File: src/verilog/gtp_pkg.sv
// Package of constants and carrier types for the gated timer / PWM block
package gtp_pkg;

	// ************************************************************
	// Widths and reset values
	// ************************************************************
	localparam int unsigned  CNT_W     = 16;
	localparam logic [15:0]  PER_RST   = 16'hffff;
	localparam logic [15:0]  CMP_RST   = 16'h0000;
	localparam logic [15:0]  CNT_RST   = 16'h0000;
	localparam logic [15:0]  TC_VALUE  = 16'h0000;

	// ************************************************************
	// Submode field encodings
	// ************************************************************
	localparam logic [2:0] SUB_FREE   = 3'h0;
	localparam logic [2:0] SUB_PULSE  = 3'h1;
	localparam logic [2:0] SUB_PERIOD = 3'h2;
	localparam logic [2:0] SUB_IRQ    = 3'h3;
	localparam logic [2:0] CMP_EQ     = 3'h0;
	localparam logic [2:0] CMP_LT     = 3'h1;
	localparam logic [2:0] CMP_LE     = 3'h2;
	localparam logic [2:0] CMP_GT     = 3'h3;
	localparam logic [2:0] CMP_GE     = 3'h4;

	// Software configuration bits, held by the caller
	typedef struct packed {
		logic        pwm_mode;      // Function select: 1 = comparator
		logic [2:0]  submode;
		logic        one_shot;
		logic        dead_time_on;
		logic        enable_inv;
	} gtp_cfg_t;

	// Interrupt enables
	typedef struct packed {
		logic tc;
		logic cmp;
		logic stop;
	} gtp_irq_en_t;

	// Sticky status flags
	typedef struct packed {
		logic tc;
		logic cmp;
		logic halted_flag;
	} gtp_status_t;

endpackage : gtp_pkg

File: src/verilog/gtp_timer.sv
// Gated timer and PWM comparator block, 16-bit down counter
// Overview of operation
// - Submode 011 runs counter from run gate set until an enabled terminal count interrupt.
// - Setting run gate loads count register from period register.
// - Counter counts down; count register holds current time.
// - Measure starts on enable rise; stops on fall or next rise.
// - Terminal count in gated modes reloads the period value, unless it ends an irq-mode run.
// - Timer stop raises stop interrupt only when enabled.
// - Sticky halted flag set on stop; software clears it.
// - Enable edges detected with two clock cycle latency.
// - Sixteen-bit count read returns count and copies it to capture.
// - Low byte read copies both count bytes into capture.
// - Without one-shot restart on next rise; with it halt.
// - Stop-on-interrupt: run on gate, clear gate on an enabled terminal count interrupt.
// - Function select one chooses comparator mode; submode picks test.
// - Compare types: 000 eq, 001 lt, 010 le, 011 gt, 100 ge.
// - PWM period is period value plus one, times one clock period.
// - True compare drives output or interrupt; counter keeps reloading.
// - Compare interrupt gated by its enable bit.
// - Dead time on in comparator mode: tc output is inverted compare.
// - Count register unreadable in comparator mode.
// - Equal type gives one-cycle compare pulse and interrupt.
// - Less-than rises below compare, falls at terminal count.
// - Less-or-equal rises at equality, falls at terminal count.
// - Greater-than rises at reload, falls at compare plus one.
// - Greater-or-equal rises at reload, falls at compare value.
`timescale 1ns/10ps

module gtp_timer #(
	parameter int unsigned W = gtp_pkg::CNT_W
) (
	// Clock, reset, clock enable
	input  wire logic              clk,
	input  wire logic              reset_n,
	input  wire logic              clk_en,
	// Configuration
	input  wire gtp_pkg::gtp_cfg_t    cfg,
	input  wire gtp_pkg::gtp_irq_en_t irq_en,
	input  wire logic [W-1:0]      period_val,
	input  wire logic [W-1:0]      compare_val,
	// Run gate: set and clear pulses from software
	input  wire logic              run_set,
	input  wire logic              run_clr,
	// Status clear, one bit per flag
	input  wire gtp_pkg::gtp_status_t status_clr,
	// Count read strobes
	input  wire logic              rd_cnt16,
	input  wire logic              rd_cnt_lo,
	// Enable pin, asynchronous to clk
	input  wire logic              enable_pin,
	// Outputs
	output logic                   run_gate,
	output logic [W-1:0]           count_register,
	output logic [W-1:0]           rd_data,
	output logic [W-1:0]           capture_r,
	output gtp_pkg::gtp_status_t   status_r,
	output logic                   irq_out,
	output logic                   cmp_out,
	output logic                   tc_out
);

	// ************************************************************
	// Enable pin synchroniser and edge detect
	// ************************************************************
	logic en_s1_r, en_s2_r, en_d_r;
	logic en_lvl, en_rise, en_fall;

	// Two-stage sync; only the second stage feeds logic
	always_ff @(posedge clk or negedge reset_n) begin
		if (!reset_n) begin
			en_s1_r <= 1'b0;
			en_s2_r <= 1'b0;
			en_d_r  <= 1'b0;
		end else if (clk_en) begin
			en_s1_r <= enable_pin;
			en_s2_r <= en_s1_r;
			en_d_r  <= en_lvl;
		end
	end

	assign en_lvl  = en_s2_r ^ cfg.enable_inv;
	assign en_rise = en_lvl & ~en_d_r;
	assign en_fall = ~en_lvl & en_d_r;

	// ************************************************************
	// Mode decode and counter control
	// ************************************************************
	logic gated, is_pulse, is_period, is_irqm;
	logic counting_r, armed_r, seen_start_r;
	logic at_tc, start_ev, stop_ev, irq_ev, cmp_hit;
	logic tc_ev, stop_pulse;

	assign gated     = ~cfg.pwm_mode;
	assign is_pulse  = gated & (cfg.submode == gtp_pkg::SUB_PULSE);
	assign is_period = gated & (cfg.submode == gtp_pkg::SUB_PERIOD);
	assign is_irqm   = gated & (cfg.submode == gtp_pkg::SUB_IRQ);
	assign at_tc     = (count_register == W'(gtp_pkg::TC_VALUE));
	assign tc_ev     = run_gate & counting_r & at_tc;

	// Measure start and stop edges
	assign start_ev = (is_pulse | is_period) & armed_r & en_rise;
	assign stop_ev  = counting_r & ((is_pulse & en_fall) |
		(is_period & en_rise & seen_start_r));

	// Enabled terminal count or compare source, raw
	assign irq_ev = (irq_en.tc & tc_ev) | (irq_en.cmp & cmp_hit);

	// Irq-mode stop: only an enabled terminal count interrupt ends the run, as compare never hits in a gated mode
	logic irqm_stop;
	assign irqm_stop = is_irqm & counting_r & irq_ev;

	// Stop pulse covers measure stops and irq-mode stop
	assign stop_pulse = stop_ev | irqm_stop;

	// Run gate: set by software, cleared by software, irq mode or one-shot end
	always_ff @(posedge clk or negedge reset_n) begin
		if (!reset_n) begin
			run_gate <= 1'b0;
		end else if (clk_en) begin
			if (run_set)
				run_gate <= 1'b1;
			else if (run_clr)
				run_gate <= 1'b0;
			else if (irqm_stop)
				run_gate <= 1'b0;
			else if (cfg.one_shot & stop_ev)
				run_gate <= 1'b0;
			else if (cfg.one_shot & ~(is_pulse | is_period) & tc_ev)
				run_gate <= 1'b0;
		end
	end

	// Counting state: armed waits for a start edge
	always_ff @(posedge clk or negedge reset_n) begin
		if (!reset_n) begin
			counting_r   <= 1'b0;
			armed_r      <= 1'b0;
			seen_start_r <= 1'b0;
		end else if (clk_en) begin
			if (run_set) begin
				// Free-run, irq and pwm modes start at once
				counting_r   <= ~(is_pulse | is_period);
				armed_r      <= is_pulse | is_period;
				seen_start_r <= 1'b0;
			end else if (~run_gate | run_clr) begin
				counting_r <= 1'b0;
				armed_r    <= 1'b0;
			end else if (stop_pulse) begin
				counting_r <= 1'b0;
				// Rearm for the next rise unless one-shot or irq mode
				armed_r    <= ~cfg.one_shot & ~is_irqm;
				seen_start_r <= 1'b0;
			end else if (start_ev) begin
				counting_r   <= 1'b1;
				armed_r      <= 1'b0;
				seen_start_r <= 1'b1;
			end
		end
	end

	// The start edge itself counts, so the count moves by the full
	// pulse width or period; the stopping edge does not
	logic cnt_step;
	assign cnt_step = run_gate & (counting_r | start_ev) & ~stop_pulse;

	// Down counter with reload at terminal count
	always_ff @(posedge clk or negedge reset_n) begin
		if (!reset_n) begin
			count_register <= W'(gtp_pkg::CNT_RST);
		end else if (clk_en) begin
			if (run_set)
				count_register <= period_val;
			else if (tc_ev & ~stop_pulse)
				count_register <= period_val;
			else if (cnt_step)
				count_register <= count_register - W'(1);
		end
	end

	// ************************************************************
	// Comparator and outputs
	// ************************************************************
	logic eq, le, eq_p1, reload_ev, cmp_nxt, cmp_run;

	// Compare terms against the live count
	assign eq        = count_register == compare_val;
	assign le        = count_register <= compare_val;
	// Wraps at full scale, so a compare at the top sees plus one at count zero
	assign eq_p1     = count_register == compare_val + W'(1);
	assign reload_ev = cfg.pwm_mode & tc_ev;
	assign cmp_run   = cfg.pwm_mode & run_gate & counting_r;

	// Interrupt moment per compare type
	always_comb begin
		cmp_hit = 1'b0;
		if (cmp_run) begin
			unique case (cfg.submode)
				gtp_pkg::CMP_EQ: begin
					cmp_hit = eq;
				end
				gtp_pkg::CMP_LT: begin
					// Fires once, on the cycle the output rises
					cmp_hit = le & ~cmp_out & ~at_tc;
				end
				gtp_pkg::CMP_LE: begin
					cmp_hit = eq;
				end
				gtp_pkg::CMP_GT: begin
					cmp_hit = at_tc;
				end
				gtp_pkg::CMP_GE: begin
					cmp_hit = at_tc;
				end
				default: begin
					cmp_hit = 1'b0;
				end
			endcase
		end
	end

	// Output level per type, aligned with the count it describes.
	// Held while stopped, so a disabled level type keeps its last level, high or low.
	always_comb begin
		if (cfg.submode == gtp_pkg::CMP_EQ)
			cmp_nxt = 1'b0;  // A pulse type must never freeze high
		else
			cmp_nxt = cmp_out;
		if (cmp_run) begin
			unique case (cfg.submode)
				gtp_pkg::CMP_EQ: begin
					cmp_nxt = eq;
				end
				gtp_pkg::CMP_LT: begin
					// Rises as the count drops below compare
					cmp_nxt = at_tc ? 1'b0 : (le | cmp_out);
				end
				gtp_pkg::CMP_LE: begin
					cmp_nxt = at_tc ? 1'b0 : (eq_p1 | cmp_out);
				end
				gtp_pkg::CMP_GT: begin
					if (reload_ev)
						cmp_nxt = 1'b1;
					else if (eq_p1)
						cmp_nxt = 1'b0;
				end
				gtp_pkg::CMP_GE: begin
					if (reload_ev)
						cmp_nxt = 1'b1;
					else if (eq)
						cmp_nxt = 1'b0;
				end
				default: begin
					cmp_nxt = 1'b0;
				end
			endcase
		end
	end

	// Registered compare output; cleared outside comparator mode
	always_ff @(posedge clk or negedge reset_n) begin
		if (!reset_n) begin
			cmp_out <= 1'b0;
		end else if (clk_en) begin
			if (cfg.pwm_mode)
				cmp_out <= cmp_nxt;
			else
				cmp_out <= 1'b0;
		end
	end

	// Terminal count pulse, or the compare complement with dead time.
	// Built from the same next value so the pair never skews.
	always_ff @(posedge clk or negedge reset_n) begin
		if (!reset_n) begin
			tc_out <= 1'b0;
		end else if (clk_en) begin
			if (cfg.pwm_mode & cfg.dead_time_on)
				tc_out <= ~cmp_nxt;
			else
				tc_out <= tc_ev;
		end
	end

	// ************************************************************
	// Sticky status and interrupt output
	// ************************************************************
	// Set wins over clear in the same cycle, so no event is lost
	// when software clears a flag just as it fires again
	always_ff @(posedge clk or negedge reset_n) begin
		if (!reset_n) begin
			status_r <= '0;
		end else if (clk_en) begin
			status_r.tc <= tc_ev | (status_r.tc & ~status_clr.tc);
			// Compare flag follows the per-type interrupt moment
			status_r.cmp <= cmp_hit | (status_r.cmp & ~status_clr.cmp);
			status_r.halted_flag <= stop_pulse |
				(status_r.halted_flag & ~status_clr.halted_flag);
		end
	end

	// Level interrupt from enabled sticky flags
	always_ff @(posedge clk or negedge reset_n) begin
		if (!reset_n) begin
			irq_out <= 1'b0;
		end else if (clk_en) begin
			irq_out <= (irq_en.stop & status_r.halted_flag)
				| (irq_en.cmp & status_r.cmp)
				| (irq_en.tc & status_r.tc);
		end
	end

	// ************************************************************
	// Count read and capture
	// ************************************************************
	// Read data: the compare value hides the count in comparator mode
	always_ff @(posedge clk or negedge reset_n) begin
		if (!reset_n) begin
			rd_data <= '0;
		end else if (clk_en) begin
			if (cfg.pwm_mode)
				rd_data <= compare_val;
			else if (rd_cnt16)
				rd_data <= count_register;
			else if (rd_cnt_lo)
				rd_data <= {{(W-8){1'b0}}, count_register[7:0]};
		end
	end

	// Capture freezes the whole count on either read width, so a low
	// byte read followed by capture reads gives a coherent value
	always_ff @(posedge clk or negedge reset_n) begin
		if (!reset_n) begin
			capture_r <= '0;
		end else if (clk_en) begin
			if (~cfg.pwm_mode & (rd_cnt16 | rd_cnt_lo))
				capture_r <= count_register;
		end
	end

endmodule : gtp_timer

File: config.mk
export PLATFORM = sky130hd
export DESIGN_NAME = gtp_timer
export DESIGN_NICKNAME = d
export VERILOG_FILES = /design/src/verilog/gtp_pkg.sv /design/src/verilog/gtp_timer.sv
export SDC_FILE = /design/constraint.sdc
export NUM_CORES = 1
export LEC_CHECK = 0
export BUFFER_PORTS_ARGS = -buffer_cell sky130_fd_sc_hd__clkbuf_2
export CAP_MARGIN = 30
export CELL_PAD_IN_SITES_DETAIL_PLACEMENT = 0
export CELL_PAD_IN_SITES_GLOBAL_PLACEMENT = 1
export CORE_UTILIZATION = 40
export CTS_CLUSTER_SIZE = 14
export DETAILED_ROUTE_END_ITERATION = 6
export PLACE_DENSITY_LB_ADDON = 0.05
export SETUP_SLACK_MARGIN = 0.5
export SYNTH_ARGS = -nofsm -noshare
export SYNTH_HDL_FRONTEND = slang
export SYNTH_SLANG_ARGS = --single-unit
File: constraint.sdc
create_clock -name clk -period 2.72 [get_ports clk]
set_clock_uncertainty 0.15 [all_clocks]
set_input_delay 0.272 -clock clk [delete_from_list [all_inputs] [get_ports clk]]
set_output_delay 0.272 -clock clk [all_outputs]
set_load 0.01 [all_outputs]
==> results.md, run 1 <==
- RePlAce Congestion: 0.837
- Deepest level of the CTS H-tree: 3
- Critical path's slowest cell: sky130_fd_sc_hd__dfrtp_2
- Master cell of the clock root buffer: sky130_fd_sc_hd__clkbuf_8
- Number of global-route vias before repair: 3960
- Top-Level Pins: 108
- Worst setup path startpoint: count_register[9]
- Count of antenna diodes in the layout: 0
- Classification of the worst-slack hold path: input port to flip-flop
- Initial core utilization: 0.413
- Fmax: 409 MHz
- Count of buffers from port buffering: 107
- Cell accounting for the most synthesized area: sky130_fd_sc_hd__dfrtp_1
- Floorplan die width: 105 um
- CTS clock-pin slew for the worst setup and hold paths: 0.07 ns
- Final worst setup slack: 0.273 ns
- Area of the core: 10400 um2
- Number of enable-type register cells in the synthesized netlist: 0
- Post-Syn Area per Cell: 8.72 um2
- Worst r2r src: count_register[9]
- Number of standard cells after synthesis: 491
- Wirelength per Cell: 16.9 um
- Total Routed Length: 13.2 mm
- FFs w/ async S/R, synth: 1.00
- Launching element type of the critical path: flip-flop
- Arrival time reported for the critical path endpoint: 2.51 ns
- Predominant post-synthesis flop cell: sky130_fd_sc_hd__dfrtp_1
- Worst r2r path cells: 8
- Via count normalized by instance count: 5.49
- Post-placement worst setup slack: -0.00569 ns
- Endpoint type of the worst setup path: flip-flop
- Residual DRC count: 0
- NumNets Final: 711
- Crit path time final: 2.45 ns
- Buffer depth of the longest clock path: 2
- Run status: finished, final reports clean
- Worst endpoint required time: 2.78 ns
- Sequential standard cell area: 1540 um2
- Warnings from Yosys: 0
- Chain of cells forming the critical path: ha_1, a21o_1, a221o_1, a311oi_2, o2111ai_1, o211ai_1, and3_1, o221ai_1
- Number of fillers in the final layout: 1003
- Maximum vdd ir drop: 0.000288 V
- Wire length of the first global-routing pass: 20.8 mm
- Post-synthesis sequential element count: 61
- Final clock period utilization by the worst path: 0.900
- Max-Slew Margin vs Limit: 0.677
- Distinct cell type count of the synthesized netlist: 65
- Chip Height: 105 um
- Commonest cells after routing, fill and taps aside: 107 x sky130_fd_sc_hd__clkbuf_2, 51 x sky130_fd_sc_hd__dfrtp_1, 50 x sky130_fd_sc_hd__buf_4
- DR pass1 iterations: 5
- Most frequent standard cell in the layout excluding fill and tap cells: sky130_fd_sc_hd__clkbuf_2
- Max-cap viol count: 0
- Area share of the largest cell type after synthesis: 0.357
- DP Wirelength: 9.44 mm
- Register-to-Register Setup Slack: 0.27 ns
- Total power per unit cell area: 626 nW/um2
- Capturing instance or port of the critical path: run_gate
- Largest cells by area after synthesis: sky130_fd_sc_hd__dfrtp_1 36%, sky130_fd_sc_hd__o21ai_0 5.7%, sky130_fd_sc_hd__ha_1 5.6%
- Share of synthesized area occupied by flip-flops and latches: 0.357
- Total negative slack for setup checks: 0 ns
- Total die area: 11100 um2
- Clock tree from TritonCTS: done
- Area of the mapped netlist: 4280 um2
- Endpoint of the worst register-to-register path: run_gate
- Transition at the pin with the smallest max-transition slack: 0.480 ns
- Maximum number of pins on one net before global-route repair: 62
- Max-slew violation total from the final report: 0
- Leakage power summed over all cells: 2.65 nW
- Count of nets left with antenna violations after detail routing: 0
- Number of buffers created by CTS: 9
- Net count of the mapped netlist: 563
- Initial antenna violation count: 0
- Initial drt markers: 208
- Number of sinks driven by the clock tree: 61
- Hold Fails Final Rpt: 0
- Worst stage delay on the critical path: 0.42 ns
- Maximum fanout count along the critical path: 2
- Vias post-DR: 4282
- Area used by multi-input combinational logic: 2690 um2
- Critical Setup Path Class: flip-flop to flip-flop
- Clock insertion delay at the later pin of the skew report: 0.35 ns
- Number of placement rows: 37
- All-Layer GR Usage: 0.241
- Remaining Overflow, GRT: 0
- RSZ-0062 raised after global routing: true
- Proportion of layout cells with a drive suffix above 1: 0.402
- Layout overhead on the synthesized area: 36.2%
- Setup violators final: 0
[sequential cells by signal (all words and copies together) (netlist names)]
name	flops
en_d_r	1
run_gate	1
cmp_out	1
en_s1_r	1
armed_r	1
tc_out	1
capture_r	16
status_r	3
rd_data	16
counting_r	1
en_s2_r	1
count_register	16
irq_out	1
seen_start_r	1
[what timing repair did]
| action | in CTS | in global routing |
|---|---|---|
| hold buffers | 2 | 0 |
| setup endpoints to repair | 23 | 23 |
| gates cloned | 1 | 0 |
| pin swaps | 21 | 15 |
| resized for setup | 40 | 21 |
| buffers inserted | 17 | 6 |
| endpoints found under the hold margin | 62 | 0 |
[cells by family (layout without fill, tap and decap cells)]
| family | Yosys count | after routing | synth area share |
|---|---|---|---|
| compound gates | 137 | 137 | 0.199 |
| xor+xnor | 22 | 22 | 0.0450 |
| fa+ha+maj | 20 | 20 | 0.0579 |
| buf+inv | 55 | 208 | 0.0687 |
| flops | 61 | 61 | 0.357 |
| mux | 31 | 31 | 0.0783 |
| simple gates | 165 | 165 | 0.195 |
[final cells by class]
class                      instances  area share
tap                              136      0.0292
sequential                        61       0.264
clock inverter                     3      0.0155
multi-input combinational        375       0.462
clock buffer                      13      0.0290
timing repair buffer             169       0.186
inverter                          23      0.0148
[layer usage]
layer / wire, um / track usage / vias up
met2: 5780 / 0.356 / 145
met1: 6450 / 0.351 / 2039
met4: 313 / 0.102 / 0
met3: 675 / 0.0328 / 22
li1: - / - / 2076
met5: 0 / 0 / -
[cell usage after synthesis (all sizes together), types with 4 or more instances]
cell type  instances
dfrtp             61
o21ai             51
nand2             50
a21oi             39
nor2              37
buf               23
inv               23
mux2              20
nand3             20
ha                19
nor3              14
xnor2             12
mux2i             11
nand4             10
xor2              10
clkbuf             9
a31oi              6
a21o               5
and4               5
a22oi              4
nand2b             4
nor4               4
or3                4
or4                4
[critical path, delay by kind of cell (launching register included)]
| family | cells | cell delay, ns |
|---|---|---|
| fa+ha+maj | 1 | 0.29 |
| compound gates | 6 | 1.26 |
| flops | 1 | 0.42 |
| simple gates | 1 | 0.20 |
[how the worst min path moves through the flow]
stage | cells past startpoint | startpoint | to
3_5_place_dp | 2 | reset_n | irq_out
3_3_place_gp | 2 | reset_n | irq_out
4_1_cts | 3 | cfg[1] | tc_out
2_1_floorplan | 0 | reset_n | armed_r
6_report | 3 | cfg[1] | tc_out
5_1_grt | 4 | status_clr[1] | status_r[1]
[report_power, final]
group          switching (mW)  leakage (nW)  internal, mW
Sequential              0.135         0.714          1.09
Combinational           0.734          1.81         0.624
Clock                   0.376         0.130         0.685
[metrics by stage]
stage / hold slack, ns / util / instances / total power [mW] / area (um2)
2_1_floorplan: -0.174 / - / 491 / 1.95 / 4330
3_5_place_dp: 0.162 / 0.493 / 738 / 2.44 / 5110
5_1_grt: 0.0537 / 0.562 / 780 / 3.86 / 5830
6_report: 0.0416 / 0.562 / 780 / 3.65 / 5830
3_3_place_gp: 0.164 / 0.493 / 738 / 2.41 / 5110
4_1_cts: 0.0239 / 0.551 / 774 / 3.62 / 5720
No activity file was read; power rests on OpenSTA's default activity.
==> run 2, diff against run 1 <==
--- a/config.mk
+++ b/config.mk
@@ -9,7 +9,7 @@
 export CAP_MARGIN = 30
 export CELL_PAD_IN_SITES_DETAIL_PLACEMENT = 0
 export CELL_PAD_IN_SITES_GLOBAL_PLACEMENT = 1
-export CORE_UTILIZATION = 40
+export CORE_UTILIZATION = 36
 export CTS_CLUSTER_SIZE = 14
 export DETAILED_ROUTE_END_ITERATION = 6
 export PLACE_DENSITY_LB_ADDON = 0.05
==> constraint.sdc (replaced) <==
create_clock -name clk -period 2.1 [get_ports clk]
set_clock_uncertainty 0.15 [all_clocks]
set_input_delay 0.21 -clock clk [delete_from_list [all_inputs] [get_ports clk]]
set_output_delay 0.21 -clock clk [all_outputs]
set_load 0.01 [all_outputs]
==> run 2 against run 1 <==
The flow now finishes with violations (DRC, hold timing, setup timing). Sequential power grew 30%. Die area grew 11%. Sequential cell count is the same. Sequential share of layout area shrank 3.8 points. Cell count grew 11%. Setup slack lost 0.59 ns. Via count grew 6.5%. Register-to-register slack lost 0.59 ns. Critical path type unchanged.
==> results.md, run 2 (synthesis results as in run 1) <==
- Proportion of layout cells with a drive suffix above 1: 0.474 (+0.0714)
- Count of buffering cells on the critical path with inverters included: 2 (+2)
- DR pass1 iterations: 7 (+2)
- NumNets Final: 788 (+11%)
- Residual DRC count: 11 (+11)
- Critical path's slowest cell: sky130_fd_sc_hd__dfrtp_2
- Post-route non-filler standard cell count: 863 (+11%)
- Top cell family by delay on the critical path: simple AND/OR/NAND/NOR gates
- Largest regs: capture_r x16, count_register x16, rd_data x16
- Internal power: 3.45 mW (+44%)
- Chain of cells forming the critical path: buf_4, nor3_4, and4_1, and3b_2, buf_6, a31o_2, nor2_1, a21oi_1, o21ai_1
- Area of the core: 11500 um2 (+11%)
- Total cell area at the placement stage: 5790 um2 (+13%)
- Total Routed Length: 14.9 mm (+12%)
- CTS clock-pin slew for the worst setup and hold paths: 0.05 ns (-0.02 ns)
- Clock tree from TritonCTS: done
- Count of buffers from port buffering: 107 (unchanged)
- Floorplan die width: 111 um (+5.3%)
- Switching share of power: 0.341 (-0.000723)
- Classification of the worst-slack hold path: input port to flip-flop
- Total power per unit cell area: 774 nW/um2 (+24%)
- Deepest level of the CTS H-tree: 3 (unchanged)
- Violated checks: DRC, hold timing, setup timing
- Number of global-route vias before repair: 4396 (+11%)
- Arrival time reported for the critical path endpoint: 2.49 ns (-0.02 ns)
- Wire length of the first global-routing pass: 23.1 mm (+11%)
- Vias post-DR: 4562 (+6.5%)
- Setup violators final: 24 (+24)
- Worst endpoint required time: 2.17 ns (-0.61 ns)
- Post-Route Hold Slack: -0.00812 ns (-0.0497 ns)
- Max-Slew Margin vs Limit: 0.714 (+0.0370)
- Max-cap viol count: 0 (unchanged)
- Initial drt markers: 267 (+28%)
- Total die area: 12300 um2 (+11%)
- Post-placement worst setup slack: -0.447 ns (-0.442 ns)
- Maximum number of pins on one net before global-route repair: 62 (unchanged)
- Number of sinks driven by the clock tree: 61 (unchanged)
- Layout overhead on the synthesized area: 58.2%
- Maximum fanout count along the critical path: 15 (+13)
- Via count normalized by instance count: 5.29 (-3.7%)
- Chip Height: 111 um (+5.3%)
- Crit path time final: 2.42 ns (-0.0270 ns)
- Transition at the pin with the smallest max-transition slack: 0.429 ns (-0.0510 ns)
- Count of nets left with antenna violations after detail routing: 0 (unchanged)
- Launching element type of the critical path: flip-flop
- Run status: complete, but fails checks
- Comb power frac: 0.405 (+0.033)
- Count of antenna diodes in the layout: 0 (unchanged)
- Leakage power summed over all cells: 3.12 nW (+18%)
- Number of fillers in the final layout: 1072 (+6.9%)
- RePlAce Congestion: 0.843 (+0.67%)
- Final clock period utilization by the worst path: 1.15 (+0.253)
- Wirelength per Cell: 17.2 um (+1.6%)
- Number of placement rows: 39 (+5.4%)
- Remaining Overflow, GRT: 0 (unchanged)
- Commonest cells after routing, fill and taps aside: 104 x sky130_fd_sc_hd__clkbuf_2, 104 x sky130_fd_sc_hd__buf_4, 56 x sky130_fd_sc_hd__dfrtp_1
- Hold Fails Final Rpt: 1 (+1)
- Number of buffers created by CTS: 9 (unchanged)
- Fmax: 413 MHz (+1.1%)
- All-Layer GR Usage: 0.241 (about the same)
- Clock insertion delay at the later pin of the skew report: 0.35 ns (about the same)
- Worst stage delay on the critical path: 0.45 ns (+0.03 ns)
- Part of the power in registers: 0.306 (-0.031)
- DP Wirelength: 10.6 mm (+12%)
- Endpoint type of the worst setup path: flip-flop
- Summed area of non-filler cells in the final layout: 6770 um2 (+16%)
- Number of cells after detailed placement: 819 (+11%)
- Net switching power figure: 1.78 mW (+43%)
- Master cell of the clock root buffer: sky130_fd_sc_hd__clkbuf_16
- Top-Level Pins: 108 (unchanged)
- Critical Setup Path Class: flip-flop to flip-flop
- Maximum vdd ir drop: 0.000663 V (+130%)
- Initial antenna violation count: 0 (unchanged)
- RSZ-0062 raised after global routing: true
- Clock network power share: 0.289 (-0.002)
- Buffer depth of the longest clock path: 2 (unchanged)
- Initial core utilization: 0.372 (-0.0411)
- Final worst setup slack: -0.320 ns (-0.593 ns)
- Max-slew violation total from the final report: 0 (unchanged)
run 2: through the flow:
stage / hold WS (ns) / setup TNS [ns] / utilization / power, mW
4_1_cts: 0.0180 / -4.52 / 0.553 / 5.08
2_1_floorplan: -0.236 / -2.25 / - / 2.59
5_1_grt: 0.0201 / -7.74 / 0.588 / 5.53
6_report: -0.00812 / -5.73 / 0.588 / 5.24
3_3_place_gp: 0.102 / -5.15 / 0.503 / 3.43
3_5_place_dp: 0.109 / -5.48 / 0.503 / 3.47
run 2: area by class of cell:
class	instances	area [um2]	area share
clock buffer	13	260	0.0384
clock inverter	2	35.0	0.00517
inverter	23	86.3	0.0127
multi-input combinational	375	2830	0.418
sequential	61	1530	0.226
tap	143	179	0.0264
timing repair buffer	246	1850	0.273
run 2: path summary, 6_finish.rpt:
check | start | endpoint | slack, ns | depth (start not counted)
setup reg to reg | count_register[14] | count_register[9] | -0.32 | 9
max in group asynchronous | reset_n | count_register[15] | 1.21 | 3
hold reg to reg | rd_data[10] | rd_data[10] | 0.32 | 2
hold / removal | period_val[15] | count_register[15] | -0.008 | 3
setup / recovery | count_register[14] | count_register[9] | -0.32 | 9
min in group asynchronous | reset_n | rd_data[8] | 0.27 | 3
run 2: power by group through the flow:
stage / logic, mW / registers [mW] / clock network, mW
2_1_floorplan: 0.877 / 1.71 / 0
3_3_place_gp: 1.83 / 1.60 / 0
3_5_place_dp: 1.85 / 1.61 / 0
4_1_cts: 1.94 / 1.59 / 1.54
5_1_grt: 2.30 / 1.63 / 1.59
6_report: 2.12 / 1.60 / 1.51
run 2: worst reg2reg max path, delay by kind of cell, from the launching register on:
family | cells | cell delay (ns)
AO/OA/AOI/OAI | 3 | 0.69
buffers and inverters | 2 | 0.30
flip-flops | 1 | 0.45
AND/OR/NAND/NOR | 4 | 0.69
run 2: layer usage:
layer  GRT usage  part of all wire  vias up  wire (um)
li1            -                 -     2227          -
met1       0.331              0.47     2199       6960
met2       0.377              0.47      123       6990
met3      0.0623             0.049       13        727
met4      0.0622             0.012        0        181
met5           0                 0        -          0
run 2: repair_timing:
item | CTS | global route
endpoints found under the setup margin | 25 | 25
buffers inserted | 6 | 9
pin swaps | 14 | 33
gates cloned | 2 | 4
hold buffers | 8 | 0
hold endpoints to repair | 68 | 0
gates resized for setup | 31 | 50
==> run 3, diff against run 2 <==
==> constraint.sdc (replaced) <==
create_clock -name clk -period 2.1 [get_ports clk]
set_clock_uncertainty 0.15 [all_clocks]
set_input_delay 0 -clock clk [delete_from_list [all_inputs] [get_ports clk]]
set_output_delay 0 -clock clk [all_outputs]
set_load 0.01 [all_outputs]
==> run 3 against run 2 <==
Combinational power down 8%. Total power down 1.8%. Register-to-register slack better by 0.03 ns. Non-clock buffer count up 5. The flow still finishes with violations (DRC, hold timing, setup timing). Cell count increased by 0.81%. Critical path depth down 1. Largest cell class unchanged.
==> results.md, run 3 (synthesis results as in run 1) <==
- Fmax: 419 MHz (+1.3%)
- Clock tree from TritonCTS: done
- Violated checks: DRC, hold timing, setup timing
- Classification of the worst-slack hold path: input port to flip-flop
- Top-Level Pins: 108 (unchanged)
- Area of the core: 11500 um2 (unchanged)
- Vias post-DR: 4574 (+0.26%)
- Count of buffers from port buffering: 107 (unchanged)
- Number of cells after detailed placement: 801 (-2.2%)
- Maximum fanout count along the critical path: 3 (-12)
- NumNets Final: 794 (+0.76%)
- Wire length of the first global-routing pass: 23.1 mm (+0.15%)
- Maximum vdd ir drop: 0.000482 V (-27%)
- Final core occ: 0.576 (-0.0116)
- Floorplan die width: 111 um (unchanged)
- Count of nets left with antenna violations after detail routing: 0 (unchanged)
- Wirelength per Cell: 16.3 um (-5.4%)
- Register-to-Register Setup Slack: -0.29 ns (+0.03 ns)
- Setup violators final: 24 (unchanged)
- Total die area: 12300 um2 (unchanged)
- All-Layer GR Usage: 0.240 (-0.00106)
- Initial drt markers: 215 (-19%)
- Summed area of non-filler cells in the final layout: 6640 um2 (-2.0%)
- Worst r2r path cells: 8 (-1)
- Commonest cells after routing, fill and taps aside: 107 x sky130_fd_sc_hd__clkbuf_2, 90 x sky130_fd_sc_hd__buf_4, 57 x sky130_fd_sc_hd__dfrtp_1
- Post-route non-filler standard cell count: 870 (+0.81%)
- Capturing instance or port of the critical path: run_gate
- Final worst setup slack: -0.288 ns (+0.0319 ns)
- Proportion of layout cells with a drive suffix above 1: 0.410 (-0.0637)
- Number of fillers in the final layout: 1085 (+1.2%)
- DP Wirelength: 10.2 mm (-3.7%)
- Deepest level of the CTS H-tree: 3 (unchanged)
- Initial antenna violation count: 0 (unchanged)
- RSZ-0062 raised after global routing: true
- Residual DRC count: 14 (+3)
- Number of hold buffers added after CTS: 45 (+37)
- Buffer depth of the longest clock path: 2 (unchanged)
- Number of sinks driven by the clock tree: 61 (unchanged)
- RePlAce Congestion: 0.841 (-0.28%)
- Max-Slew Margin vs Limit: 0.731 (+0.0167)
- Hold Fails Final Rpt: 1 (unchanged)
- CTS clock-pin slew for the worst setup and hold paths: 0.05 ns (about the same)
- Total power per unit cell area: 775 nW/um2 (+0.19%)
- Sequential standard cell area: 1530 um2 (about the same)
- Leakage power summed over all cells: 3.04 nW (-2.7%)
- DR pass1 iterations: 7 (unchanged)
- Post-Route Hold Slack: -0.0467 ns (-0.0386 ns)
- Maximum number of pins on one net before global-route repair: 62 (unchanged)
- Area used by multi-input combinational logic: 2740 um2 (-3.4%)
- Worst setup path startpoint: count_register[14]
- Layout overhead on the synthesized area: 55.1%
- Endpoint of the worst register-to-register path: run_gate
- Worst r2r src: count_register[14]
- Number of global-route vias before repair: 4502 (+2.4%)
- Endpoint type of the worst setup path: flip-flop
- Total cell area at the placement stage: 5620 um2 (-2.9%)
- Number of buffers created by CTS: 9 (unchanged)
- Count of antenna diodes in the layout: 0 (unchanged)
- Final clock period utilization by the worst path: 1.14 (-0.0152)
- Crit path time final: 2.39 ns (-0.0319 ns)
- Arrival time reported for the critical path endpoint: 2.45 ns (-0.04 ns)
- Clock insertion delay at the later pin of the skew report: 0.34 ns (about the same)
- Largest regs: capture_r x16, count_register x16, rd_data x16
- Worst endpoint required time: 2.17 ns (about the same)
- Critical Setup Path Class: flip-flop to flip-flop
- Launching element type of the critical path: flip-flop
- Chip Height: 111 um (unchanged)
- Max-slew violation total from the final report: 0 (unchanged)
- Transition at the pin with the smallest max-transition slack: 0.399 ns (-0.0302 ns)
- Most frequent standard cell in the layout excluding fill and tap cells: sky130_fd_sc_hd__clkbuf_2
- Number of placement rows: 39 (unchanged)
- Via count normalized by instance count: 5.26 (-0.54%)
- Max-cap viol count: 0 (unchanged)
- Initial core utilization: 0.372 (unchanged)
- Post-layout total power: 5.15 mW (-1.8%)
- Remaining Overflow, GRT: 0 (unchanged)
- Run status: complete, but fails checks
- Total Routed Length: 14.2 mm (-4.7%)
- Master cell of the clock root buffer: sky130_fd_sc_hd__clkbuf_16
-- run 3: repair_timing --
action | 4_1_cts | 5_1_grt
setup buffers | 2 | 5
pin swaps | 11 | 14
gates resized for setup | 14 | 23
hold endpoints to repair | 100 | 1
gates cloned | 0 | 1
endpoints found under the setup margin | 25 | 27
-- run 3: per-stage QoR --
step	setup WS [ns]	TNS, ns	hold WS [ns]
finish	-0.288	-3.84	-0.0467
global route	-0.388	-6.62	-0.00144
CTS	-0.270	-4.81	-0.0370
detailed placement	-0.486	-5.07	-0.106
global placement	-0.387	-4.29	-0.106
floorplan	-0.257	-2.24	-0.446
-- run 3: area by class of cell --
| cell class | instances | area share |
|---|---|---|
| clock buffer | 11 | 0.0366 |
| clock inverter | 5 | 0.0113 |
| inverter | 23 | 0.0130 |
| multi-input combinational | 376 | 0.412 |
| sequential | 61 | 0.231 |
| tap | 143 | 0.0270 |
| timing repair buffer | 251 | 0.270 |
-- run 3: worst max-delay path, stage by stage (launching register included) --
cell                       delay, ns
sky130_fd_sc_hd__dfrtp_2        0.43
sky130_fd_sc_hd__ha_4           0.27
sky130_fd_sc_hd__and4_4         0.23
sky130_fd_sc_hd__nand4_1        0.15
sky130_fd_sc_hd__buf_4          0.19
sky130_fd_sc_hd__o32a_1         0.32
sky130_fd_sc_hd__o211ai_1       0.24
sky130_fd_sc_hd__and3_1         0.21
sky130_fd_sc_hd__o221ai_2       0.08
-- run 3: how the worst min path moves through the flow --
| stage | from | end | slack [ns] | cells after the start |
|---|---|---|---|---|
| after floorplan | reset_n | armed_r | -0.45 | 0 |
| after global placement | reset_n | rd_data[0] | -0.11 | 2 |
| after detailed placement | reset_n | rd_data[1] | -0.11 | 2 |
| after CTS | cfg[0] | en_d_r | -0.04 | 4 |
| after global routing | cfg[0] | en_d_r | -0.001 | 4 |
| final | cfg[0] | en_d_r | -0.05 | 4 |
-- run 3: metal layers --
| layer | part of all wire | track usage | vias up |
|---|---|---|---|
| li1 | - | - | 2253 |
| met3 | 0.052 | 0.0487 | 18 |
| met4 | 0.013 | 0.0721 | 0 |
| met1 | 0.47 | 0.332 | 2180 |
| met5 | 0 | 0 | - |
| met2 | 0.46 | 0.377 | 123 |
-- run 3: where the power goes --
part / internal (mW) / total (mW) / switching (mW)
clock network: 1.06 / 1.61 / 0.551
registers: 1.42 / 1.57 / 0.158
logic: 0.935 / 1.96 / 1.02
total: 3.41 / 5.15 / 1.73
